### config.mk
export PLATFORM = sky130hd
export DESIGN_NAME = sensor_offset_gain_config
export DESIGN_NICKNAME = d
export VERILOG_FILES = /design/src/rtl/sensor_cfg_pkg.sv /design/src/rtl/sensor_offset_gain_config.sv
export VERILOG_INCLUDE_DIRS = /design/src /design/src/rtl
export SDC_FILE = /design/constraint.sdc
export NUM_CORES = 1
export LEC_CHECK = 0
export BUFFER_PORTS_ARGS = -buffer_cell sky130_fd_sc_hd__buf_2
export CAP_MARGIN = 40
export CORE_MARGIN = 2
export CORE_UTILIZATION = 50
export CTS_CLUSTER_DIAMETER = 150
export DETAILED_ROUTE_END_ITERATION = 8
export GPL_TIMING_DRIVEN = 1
export PLACE_DENSITY = 0.77
export SYNTH_ARGS = -nofsm -noshare
export SYNTH_HDL_FRONTEND = slang
export SYNTH_SLANG_ARGS = --single-unit
export TNS_END_PERCENT = 100
### constraint.sdc
create_clock -name clk_i -period 7.38 [get_ports clk_i]
set_input_delay 1.107 -clock clk_i [delete_from_list [all_inputs] [get_ports clk_i]]
set_output_delay 1.107 -clock clk_i [all_outputs]
set_load 0.01 [all_outputs]
### src/rtl/sensor_cfg_defs.svh
// constants for the offset and gain configuration bank
// assumes word-aligned classic wishbone access, byte address = index * 4
`ifndef SENSOR_CFG_DEFS_SVH
`define SENSOR_CFG_DEFS_SVH

// register indices, byte address is four times the index
`define IDX_LANE_EN      8'h52
`define IDX_COL_BIAS     8'h54
`define IDX_COL_PRECH    8'h55
`define IDX_TG_LOW       8'h58
`define IDX_RST_LOW      8'h5b
`define IDX_PRECH_LVL    8'h5e
`define IDX_REF_LVL      8'h5f
`define IDX_RAMP_A       8'h62
`define IDX_RAMP_B       8'h63
`define IDX_OFFS_LO      8'h64
`define IDX_OFFS_HI      8'h65
`define IDX_AMP_GAIN     8'h66
`define IDX_SLOPE        8'h67
`define IDX_CFG_B        8'h73
`define IDX_CFG_A        8'h75
`define IDX_STATUS       8'h78
`define IDX_DARK_LVL     8'h79

// reset values
`define RST_LANE_EN      3'h0
`define RST_COL_BIAS     4'h0
`define RST_COL_PRECH    4'h0
`define RST_LEVEL7       7'h00
`define RST_RAMP         7'h60
`define RST_OFFSET       14'h3fc3
`define RST_AMP_GAIN     2'h0
`define RST_SLOPE        8'h20
`define RST_CFG          1'h0

// offset field split: low byte, then upper six bits
`define OFFS_LO_W        8
`define OFFS_HI_W        6

// status register fields
`define ST_CLIP_LO       0
`define ST_CLIP_HI       1
`define ST_RAMP_MISMATCH 2

// fixed converter offset in digital numbers
`define ADC_FIXED_OFFS   18'sh00046

`endif

### src/rtl/sensor_cfg_pkg.sv
// types shared by the offset and gain configuration bank
// assumes the constants header supplies offsets and reset values
package sensor_cfg_pkg;

    // column amplifier gain codes
    typedef enum logic [1:0] {
        GAIN_X1_0,
        GAIN_X1_2,
        GAIN_X1_4,
        GAIN_X1_6
    } amp_gain_e;

    // two's-complement dark level offset
    typedef logic signed [13:0] offset_t;

    // signed working width for the pixel sum
    typedef logic signed [17:0] pix_sum_t;

endpackage

### src/rtl/sensor_offset_gain_config.sv
// offset, gain and bias configuration bank with the dark level datapath
// assumes a classic wishbone master on clk_i and a pixel stream on clk_i
// assumes the host loads the required bias values; none are enforced here
// assumes ce_i freezes every register, while rst_i acts regardless of it
//
// Summary of operation
// RULE1 - offset field is 14-bit two's complement
// RULE2 - dark level equals 70 plus signed offset
// RULE3 - offset split over 100 and 101, reset 16323
// RULE4 - 2-bit column gain at 102, default zero
// RULE5 - 8-bit ramp slope at 103, default 32
// RULE6 - real converter gain depends on master clock
// RULE7 - host loads required values before imaging
// RULE8 - host writes listed required bias values
// RULE9 - host keeps ramp start levels 98, 99 equal
// RULE10 - host tunes slope and ramp within ranges
// RULE11 - host calibrates offset from dark frames
// RULE12 - host raises slope until saturation at 1023
// RULE13 - host matches sensors near grey 512
// RULE14 - offset sum clamps, never wraps
`timescale 1ns/100ps
`default_nettype none
`include "sensor_cfg_defs.svh"

module sensor_offset_gain_config
    import sensor_cfg_pkg::*;
#(
    parameter int PIX_W = 10                     // output code width
) (
    input  wire logic             clk_i,         // 50 MHz clock
    input  wire logic             rst_i,         // sync reset, high
    input  wire logic             ce_i,          // clock enable
    input  wire logic             cyc_i,         // wishbone cycle
    input  wire logic             stb_i,         // wishbone strobe
    input  wire logic             we_i,          // write enable
    input  wire logic [9:0]       adr_i,         // byte address
    input  wire logic [3:0]       sel_i,         // byte lanes
    input  wire logic [31:0]      dat_i,         // write data
    output logic      [31:0]      dat_o,         // read data
    output logic                  ack_o,         // acknowledge
    input  wire logic [PIX_W-1:0] pix_i,         // raw converter code
    input  wire logic             pix_valid_i,   // raw code valid
    output logic      [PIX_W-1:0] pix_o,         // offset-corrected code
    output logic                  pix_valid_o,   // corrected code valid
    output logic      [2:0]       lane_en_o,     // upper lane enables
    output logic      [3:0]       col_bias_o,    // column bias current
    output logic      [3:0]       col_prech_o,   // precharge current
    output logic      [6:0]       tg_low_o,      // transfer gate low
    output logic      [6:0]       rst_low_o,     // pixel reset low
    output logic      [6:0]       prech_lvl_o,   // precharge level
    output logic      [6:0]       ref_lvl_o,     // reference level
    output logic      [6:0]       ramp_a_o,      // ramp start level a
    output logic      [6:0]       ramp_b_o,      // ramp start level b
    output logic      [1:0]       amp_gain_o,    // column amp gain code
    output logic      [7:0]       slope_o,       // ramp slope setting
    output logic                  cfg_a_o,       // configuration bit a
    output logic                  cfg_b_o        // configuration bit b
);

    // largest code the output can carry
    localparam pix_sum_t PIX_MAX = pix_sum_t'((1 << PIX_W) - 1);

    // register storage
    logic [2:0]  lane_en_q;
    logic [3:0]  col_bias_q;
    logic [3:0]  col_prech_q;
    logic [6:0]  tg_low_q;
    logic [6:0]  rst_low_q;
    logic [6:0]  prech_lvl_q;
    logic [6:0]  ref_lvl_q;
    logic [6:0]  ramp_a_q;
    logic [6:0]  ramp_b_q;
    offset_t     offset_q;
    amp_gain_e   amp_gain_q;
    logic [7:0]  slope_q;
    logic        cfg_a_q;
    logic        cfg_b_q;
    logic        clip_lo_q;
    logic        clip_hi_q;

    // bus side
    logic        ack_q;
    logic [31:0] dat_q;

    // pixel side
    logic [PIX_W-1:0] pix_q;
    logic             pix_valid_q;

    // address decode, index sits above the two byte bits
    wire logic [7:0] idx       = adr_i[9:2];
    wire logic       req       = cyc_i & stb_i & ~ack_q;
    wire logic       wr_stb    = req & we_i & sel_i[0] & ce_i;
    wire logic       hit_lane  = (idx == `IDX_LANE_EN);
    wire logic       hit_bias  = (idx == `IDX_COL_BIAS);
    wire logic       hit_cpre  = (idx == `IDX_COL_PRECH);
    wire logic       hit_tg    = (idx == `IDX_TG_LOW);
    wire logic       hit_rlow  = (idx == `IDX_RST_LOW);
    wire logic       hit_plvl  = (idx == `IDX_PRECH_LVL);
    wire logic       hit_ref   = (idx == `IDX_REF_LVL);
    wire logic       hit_rampa = (idx == `IDX_RAMP_A);
    wire logic       hit_rampb = (idx == `IDX_RAMP_B);
    wire logic       hit_offlo = (idx == `IDX_OFFS_LO);
    wire logic       hit_offhi = (idx == `IDX_OFFS_HI);
    wire logic       hit_gain  = (idx == `IDX_AMP_GAIN);
    wire logic       hit_slope = (idx == `IDX_SLOPE);
    wire logic       hit_cfgb  = (idx == `IDX_CFG_B);
    wire logic       hit_cfga  = (idx == `IDX_CFG_A);
    wire logic       hit_stat  = (idx == `IDX_STATUS);
    wire logic       hit_dark  = (idx == `IDX_DARK_LVL);

    // per-register write strobes; every field sits in byte lane 0
    wire logic       we_lane   = wr_stb & hit_lane;
    wire logic       we_bias   = wr_stb & hit_bias;
    wire logic       we_cpre   = wr_stb & hit_cpre;
    wire logic       we_tg     = wr_stb & hit_tg;
    wire logic       we_rlow   = wr_stb & hit_rlow;
    wire logic       we_plvl   = wr_stb & hit_plvl;
    wire logic       we_ref    = wr_stb & hit_ref;
    wire logic       we_rampa  = wr_stb & hit_rampa;
    wire logic       we_rampb  = wr_stb & hit_rampb;
    wire logic       we_offlo  = wr_stb & hit_offlo;
    wire logic       we_offhi  = wr_stb & hit_offhi;
    wire logic       we_gain   = wr_stb & hit_gain;
    wire logic       we_slope  = wr_stb & hit_slope;
    wire logic       we_cfgb   = wr_stb & hit_cfgb;
    wire logic       we_cfga   = wr_stb & hit_cfga;

    // signed dark level seen with a zero raw code
    wire pix_sum_t dark_lvl = `ADC_FIXED_OFFS
                            + pix_sum_t'(offset_q);          // RULE1 RULE2

    // the host is relied on to keep both ramp levels equal; flag it
    wire logic ramp_mismatch = (ramp_a_q != ramp_b_q);      // RULE9

    // corrected code: raw + fixed offset + signed field, then clamp
    wire pix_sum_t pix_sum = pix_sum_t'({1'b0, pix_i})
                           + dark_lvl;                      // RULE2
    wire logic     under   = (pix_sum < 18'sh00000);        // RULE14
    wire logic     over    = (pix_sum > PIX_MAX);           // RULE14
    wire logic [PIX_W-1:0] pix_clamped =
        under ? '0 :
        over  ? PIX_MAX[PIX_W-1:0] :
                pix_sum[PIX_W-1:0];                         // RULE14

    // status and sticky clip flags; software clears with a one
    wire logic clr_lo = wr_stb & hit_stat & dat_i[`ST_CLIP_LO];
    wire logic clr_hi = wr_stb & hit_stat & dat_i[`ST_CLIP_HI];
    wire logic set_lo = ce_i & pix_valid_i & under;
    wire logic set_hi = ce_i & pix_valid_i & over;

    // next flag values; a clip in the clearing cycle survives
    wire logic clip_lo_d = set_lo | (clip_lo_q & ~clr_lo);  // RULE14
    wire logic clip_hi_d = set_hi | (clip_hi_q & ~clr_hi);  // RULE14

    // read-only words; the dark level reads back sign-extended
    wire logic [31:0] status_w = {29'h0, ramp_mismatch, clip_hi_q, clip_lo_q};
    wire logic [31:0] dark_w   = {{14{dark_lvl[17]}}, dark_lvl};

    // read selection; unmapped indices read as zero
    wire logic [31:0] rd_mux =
        hit_lane  ? {29'h0, lane_en_q}                        :
        hit_bias  ? {28'h0, col_bias_q}                       :
        hit_cpre  ? {28'h0, col_prech_q}                      :
        hit_tg    ? {25'h0, tg_low_q}                         :
        hit_rlow  ? {25'h0, rst_low_q}                        :
        hit_plvl  ? {25'h0, prech_lvl_q}                      :
        hit_ref   ? {25'h0, ref_lvl_q}                        :
        hit_rampa ? {25'h0, ramp_a_q}                         :
        hit_rampb ? {25'h0, ramp_b_q}                         :
        hit_offlo ? {24'h0, offset_q[7:0]}                    :
        hit_offhi ? {26'h0, offset_q[13:8]}                   :
        hit_gain  ? {30'h0, amp_gain_q}                       :
        hit_slope ? {24'h0, slope_q}                          :
        hit_cfgb  ? {31'h0, cfg_b_q}                          :
        hit_cfga  ? {31'h0, cfg_a_q}                          :
        hit_stat  ? status_w                                  :
        hit_dark  ? dark_w                                    :
                    32'h0;

    // single-wait-state answer; every index answers, so no bus hangs
    always_ff @(posedge clk_i) begin
        if (rst_i) begin
            ack_q <= 1'b0;
            dat_q <= 32'h0;
        end else if (ce_i) begin
            ack_q <= req;
            dat_q <= (req & ~we_i) ? rd_mux : 32'h0;
        end
    end

    // required bias values are loaded by the host after start-up
    always_ff @(posedge clk_i) begin
        if (rst_i) begin
            lane_en_q   <= `RST_LANE_EN;
            col_bias_q  <= `RST_COL_BIAS;
            col_prech_q <= `RST_COL_PRECH;
        end else begin
            if (we_lane) begin
                lane_en_q <= dat_i[2:0];                    // RULE8
            end
            if (we_bias) begin
                col_bias_q <= dat_i[3:0];                   // RULE8
            end
            if (we_cpre) begin
                col_prech_q <= dat_i[3:0];                  // RULE8
            end
        end
    end

    // analog levels; reset values only hold until the host reloads them
    always_ff @(posedge clk_i) begin
        if (rst_i) begin
            tg_low_q    <= `RST_LEVEL7;
            rst_low_q   <= `RST_LEVEL7;
            prech_lvl_q <= `RST_LEVEL7;
            ref_lvl_q   <= `RST_LEVEL7;
        end else begin
            if (we_tg) begin
                tg_low_q <= dat_i[6:0];                     // RULE8
            end
            if (we_rlow) begin
                rst_low_q <= dat_i[6:0];                    // RULE8
            end
            if (we_plvl) begin
                prech_lvl_q <= dat_i[6:0];                  // RULE8
            end
            if (we_ref) begin
                ref_lvl_q <= dat_i[6:0];                    // RULE8
            end
        end
    end

    // ramp start levels are two registers; nothing forces them equal
    always_ff @(posedge clk_i) begin
        if (rst_i) begin
            ramp_a_q <= `RST_RAMP;
            ramp_b_q <= `RST_RAMP;
        end else begin
            if (we_rampa) begin
                ramp_a_q <= dat_i[6:0];
            end
            if (we_rampb) begin
                ramp_b_q <= dat_i[6:0];
            end
        end
    end

    // offset halves update at once, so a two-write change shows a
    // short intermediate value on the pixel path
    always_ff @(posedge clk_i) begin
        if (rst_i) begin
            offset_q <= `RST_OFFSET;                        // RULE3
        end else begin
            if (we_offlo) begin
                offset_q[7:0] <= dat_i[`OFFS_LO_W-1:0];     // RULE3
            end
            if (we_offhi) begin
                offset_q[13:8] <= dat_i[`OFFS_HI_W-1:0];    // RULE3
            end
        end
    end

    // gain controls
    always_ff @(posedge clk_i) begin
        if (rst_i) begin
            amp_gain_q <= amp_gain_e'(`RST_AMP_GAIN);       // RULE4
            slope_q    <= `RST_SLOPE;                       // RULE5
        end else begin
            if (we_gain) begin
                amp_gain_q <= amp_gain_e'(dat_i[1:0]);      // RULE4
            end
            if (we_slope) begin
                slope_q <= dat_i[7:0];                      // RULE5
            end
        end
    end

    // configuration bits
    always_ff @(posedge clk_i) begin
        if (rst_i) begin
            cfg_a_q <= `RST_CFG;
            cfg_b_q <= `RST_CFG;
        end else begin
            if (we_cfga) begin
                cfg_a_q <= dat_i[0];                        // RULE8
            end
            if (we_cfgb) begin
                cfg_b_q <= dat_i[0];                        // RULE8
            end
        end
    end

    // sticky clip flags: a clip in the clearing cycle survives
    always_ff @(posedge clk_i) begin
        if (rst_i) begin
            clip_lo_q <= 1'b0;
            clip_hi_q <= 1'b0;
        end else if (ce_i) begin
            clip_lo_q <= clip_lo_d;                         // RULE14
            clip_hi_q <= clip_hi_d;                         // RULE14
        end
    end

    // corrected pixel stage, one cycle of latency
    always_ff @(posedge clk_i) begin
        if (rst_i) begin
            pix_q       <= '0;
            pix_valid_q <= 1'b0;
        end else if (ce_i) begin
            pix_valid_q <= pix_valid_i;
            if (pix_valid_i) begin
                pix_q <= pix_clamped;                       // RULE14
            end
        end
    end

    // bus outputs
    assign ack_o       = ack_q;
    assign dat_o       = dat_q;

    // pixel outputs
    assign pix_o       = pix_q;
    assign pix_valid_o = pix_valid_q;

    // analog controls; the slope code is passed raw because its real
    // gain depends on the master clock rate, which is not known here
    assign lane_en_o   = lane_en_q;
    assign col_bias_o  = col_bias_q;
    assign col_prech_o = col_prech_q;
    assign tg_low_o    = tg_low_q;
    assign rst_low_o   = rst_low_q;
    assign prech_lvl_o = prech_lvl_q;
    assign ref_lvl_o   = ref_lvl_q;
    assign ramp_a_o    = ramp_a_q;
    assign ramp_b_o    = ramp_b_q;
    assign amp_gain_o  = amp_gain_q;                        // RULE4
    assign slope_o     = slope_q;                           // RULE6
    assign cfg_a_o     = cfg_a_q;
    assign cfg_b_o     = cfg_b_q;

endmodule // sensor_offset_gain_config

`default_nettype wire

==> run_results.csv <==
group,metric,value,unit
grt,grt_antenna_before_repair,0,
sta,timing.max_slew.rel_slack,0.4322,
outcome,outcome,"complete, but fails checks",
clock_tree,cts.sinks,108,
floorplan,die_width,113.0,um
sta,fin_setup_tns,0,ns
power_and_ir_drop,power,1.249,mW
power_and_ir_drop,static-leakage-power,2.798,nW
critical_path,worstSetupStartpointType,"flip-flop",
power_and_ir_drop,worst_ir_drop_vdd,0.1298,mV
outcome,failed_checks,"design-rule violations",
final_layout,number_of_fill_cells_in_the_layout,1070,
final_layout,final_util,0.5990,
routing,vias,5922,
final_layout,area.growth.synth_to_final,16.21,%
floorplan,floorplan.io_pins,172,
synthesis,total_nets_after_synthesis,793,
clock_tree,path_clk_slew,0.07,ns
placement,dp_slack,3.567,ns
placement,placement.cell_area,6550,um2
floorplan,die_area,12760,um2
sta,maximum_frequency_from_static_timing_analysis,276.1,MHz
grt,first_global_vias,5627,
synthesis,yosysWarnings,0,
sta,worst_hold_slack,0.4519,ns
run,max_cap_violations,0,
min_path,whs_endpoint,"pix_o[5]",
critical_path,critPathMaxStageDelay,0.52,ns
final_layout,mostFrequentLayoutCells,"buf_2, dfxtp_1, nor2_1",
floorplan,die-height,113.0,um
floorplan,floorplan.initialDensity,0.5154,
clock_tree,cts-buffers-inserted,9,
clock_tree,number_of_buffers_added_for_setup_after_cts,0,
synthesis,synth_seq_cells,108,
routing,avgViaCountPerCell,6.143,
sta,final_min_period_over_clock_period,0.4907,
final_layout,diodes,0,
clock_tree,root_buffer,"clkbuf_16",
clock_tree,hold_buffers,0,
sta,final.setup.worst_slack,3.758,ns
synthesis,seq_area_frac_synth,0.3642,
power_and_ir_drop,power_density_of_the_placed_cells,181.1,nW/um2
routing,route.antenna.remaining_nets,0,
critical_path,ff2ff_path_depth,12,
sta,rsz0062_at_grt,"false",
routing,detailedRoute.firstPassIterationCount,8,
clock_tree,cts_tree,"done",
clock_tree,max-clock-path-buffers,2,
synthesis,synth_ff_type,"dfxtp_1",
sta,timing_max_transition_violations_final,0,
placement,placement.io_buffers,142,
grt,overflow,0,
min_path,worst_hold_startpoint,"pix_o[5]",
synthesis,synth-edff-count,0,
clock_tree,clock_latency,0.36,ns
final_layout,fin_area,6898,um2
synthesis,post_synth_instance_area,5936,um2
synthesis,syn_avg_cell_area,8.267,um2
placement,routabilityCongestion,0.9564,
routing,drc,12,
sta,worst_margin_pin_slew,0.8486,ns
critical_path,criticalPathCategory,"flip-flop to flip-flop",
critical_path,worst_reg2reg_path_startpoint,"offset_q[1]",
critical_path,worstPathCellList,"inv_1, ha_1, and4b_1, nor2_1, xnor2_1, ha_1, or4_1, a21oi_1, nor3b_2, a2bb2oi_2, a21oi_1, a21o_1",
grt,grt.total_usage,0.2988,
critical_path,critical_path.endpoint_type,"flip-flop",
clock_tree,clock_tree.htree_level_count,3,
grt,grt_start_max_net_pins,57,
critical_path,worst_ep_arrival_time,3.88,ns
critical_path,cp_max_fo,11,
grt,grt_first_pass_wirelength,29860,um
min_path,worst_hold_path.num_cells,1,
critical_path,cp_slowest_cell,"or4_1",
final_layout,finish.net_count,891,
routing,routedWlPerCell,20.08,um
synthesis,syn-instance-count,718,
routing,drt-initial-drc-count,608,
final_layout,layout.cells.most_common,"buf_2",
synthesis,synth_cell_type_count,76,
critical_path,timing.rr.end,"pix_o[5]",
sta,final_hold_viol_count,0,
placement,dp.cells,948,
clock_tree,cts_resized,0,
critical_path,timing.critical_path.required,7.64,ns
synthesis,synth_async_reset_ratio,0,
routing,detail_route.wirelength,19360,um
final_layout,layout.cells.non_filler,964,
sta,skew,0.007237,ns
final_layout,final_layout_size_suffix_gt1_frac,0.2168,
floorplan,fp-row-count,39,
min_path,worstHoldPathType,"flip-flop to flip-flop",
placement,post-dp-hpwl,14140,um
sta,setup_violations,0,
critical_path,timing.reg2reg.setup_slack,3.76,ns
sta,layout_min_cycle_time,3.622,ns
floorplan,core_area,11520,um2
cell type report:
class / instances / area (um2) / share of cell area
clock inverter: 6 / 108.9 / 0.01578
clock buffer: 10 / 239.0 / 0.03465
timing repair buffer: 146 / 740.7 / 0.1074
tap: 143 / 178.9 / 0.02594
sequential: 108 / 2162 / 0.3134
inverter: 14 / 52.55 / 0.007618
multi-input combinational: 537 / 3416 / 0.4952
cells by family (layout without fill, tap and decap cells):
logic type | Yosys count | count (layout) | synth area share
AND/OR/NAND/NOR | 266 | 266 | 0.2095
multiplexers | 51 | 51 | 0.08621
adder cells (fa/ha/maj) | 12 | 12 | 0.02656
buffers and inverters | 73 | 176 | 0.06029
XOR/XNOR | 28 | 28 | 0.04258
flip-flops | 108 | 108 | 0.3642
AO/OA/AOI/OAI | 180 | 180 | 0.2106
power by group:
part           internal, mW  switching (mW)  total [mW]
logic                0.0296          0.0668      0.0965
registers             0.587         0.00197       0.589
clock network         0.341           0.223       0.564
worst max-delay path: cells and delay by family (launching register included):
kind	cells	cell delay [ns]
buffers and inverters	1	0.15
AOI/OAI and AO/OA	4	1.01
and+or+nand+nor	4	1.18
adders and majority gates	2	0.56
DFF	1	0.44
xor gates and xnor gates	1	0.19
sequential cells by signal, indices dropped and copies added (netlist names), 8 cells and up:
signal and cells:
slope_o 8, pix_o 10, offset_q 14, dat_o 15
how the worst max path moves through the flow:
stage,start,endpoint,slack [ns]
floorplan,pix_i[0],pix_o[6],4.12
global placement,pix_i[0],pix_o[5],3.65
detailed placement,pix_i[0],pix_o[5],3.57
CTS,offset_q[1],pix_o[5],3.76
global route,offset_q[1],pix_o[5],3.53
finish,offset_q[1],pix_o[5],3.76
cells in the mapped netlist, types with 2 or more instances:
library cell / n / area, um2
nor4_1: 2 / 12.51
nand3_1: 19 / 95.09
and3_1: 2 / 12.51
nand3b_1: 3 / 22.52
a311oi_1: 5 / 43.79
buf_4: 17 / 127.6
o31ai_1: 2 / 15.01
a21oi_1: 49 / 245.2
xor2_1: 13 / 113.9
nor2_1: 104 / 390.4
a221oi_1: 6 / 52.55
a21o_1: 8 / 60.06
buf_2: 4 / 20.02
inv_1: 14 / 52.55
a22oi_1: 14 / 105.1
ha_1: 11 / 137.6
a211oi_1: 3 / 22.52
o211ai_1: 11 / 82.58
nand4b_1: 2 / 17.52
dfxtp_1: 108 / 2162
o21a_1: 2 / 15.01
a31oi_1: 3 / 18.77
nor2b_1: 15 / 93.84
or3_1: 6 / 37.54
buf_6: 2 / 22.52
o221ai_1: 2 / 17.52
nor4bb_1: 2 / 20.02
a221o_1: 2 / 20.02
xnor2_1: 14 / 122.6
nand4_1: 6 / 37.54
nand2b_1: 5 / 31.28
mux2i_1: 50 / 500.5
o21ai_0: 27 / 135.1
nand4bb_1: 2 / 22.52
nor2_2: 3 / 18.77
nor3_1: 18 / 90.09
clkbuf_1: 35 / 131.4
o22ai_1: 7 / 43.79
nand2_1: 66 / 247.7
a211o_1: 16 / 140.1
a22o_1: 3 / 26.28
metal layers:
metal / vias up / track usage / routed length, um
met5: - / 0 / 0
li1: 2756 / - / -
met4: 0 / 0.1634 / 803
met1: 2815 / 0.3757 / 8089
met2: 295 / 0.4900 / 9081
met3: 56 / 0.05088 / 1384
No activity file was read; power rests on OpenSTA's default activity.
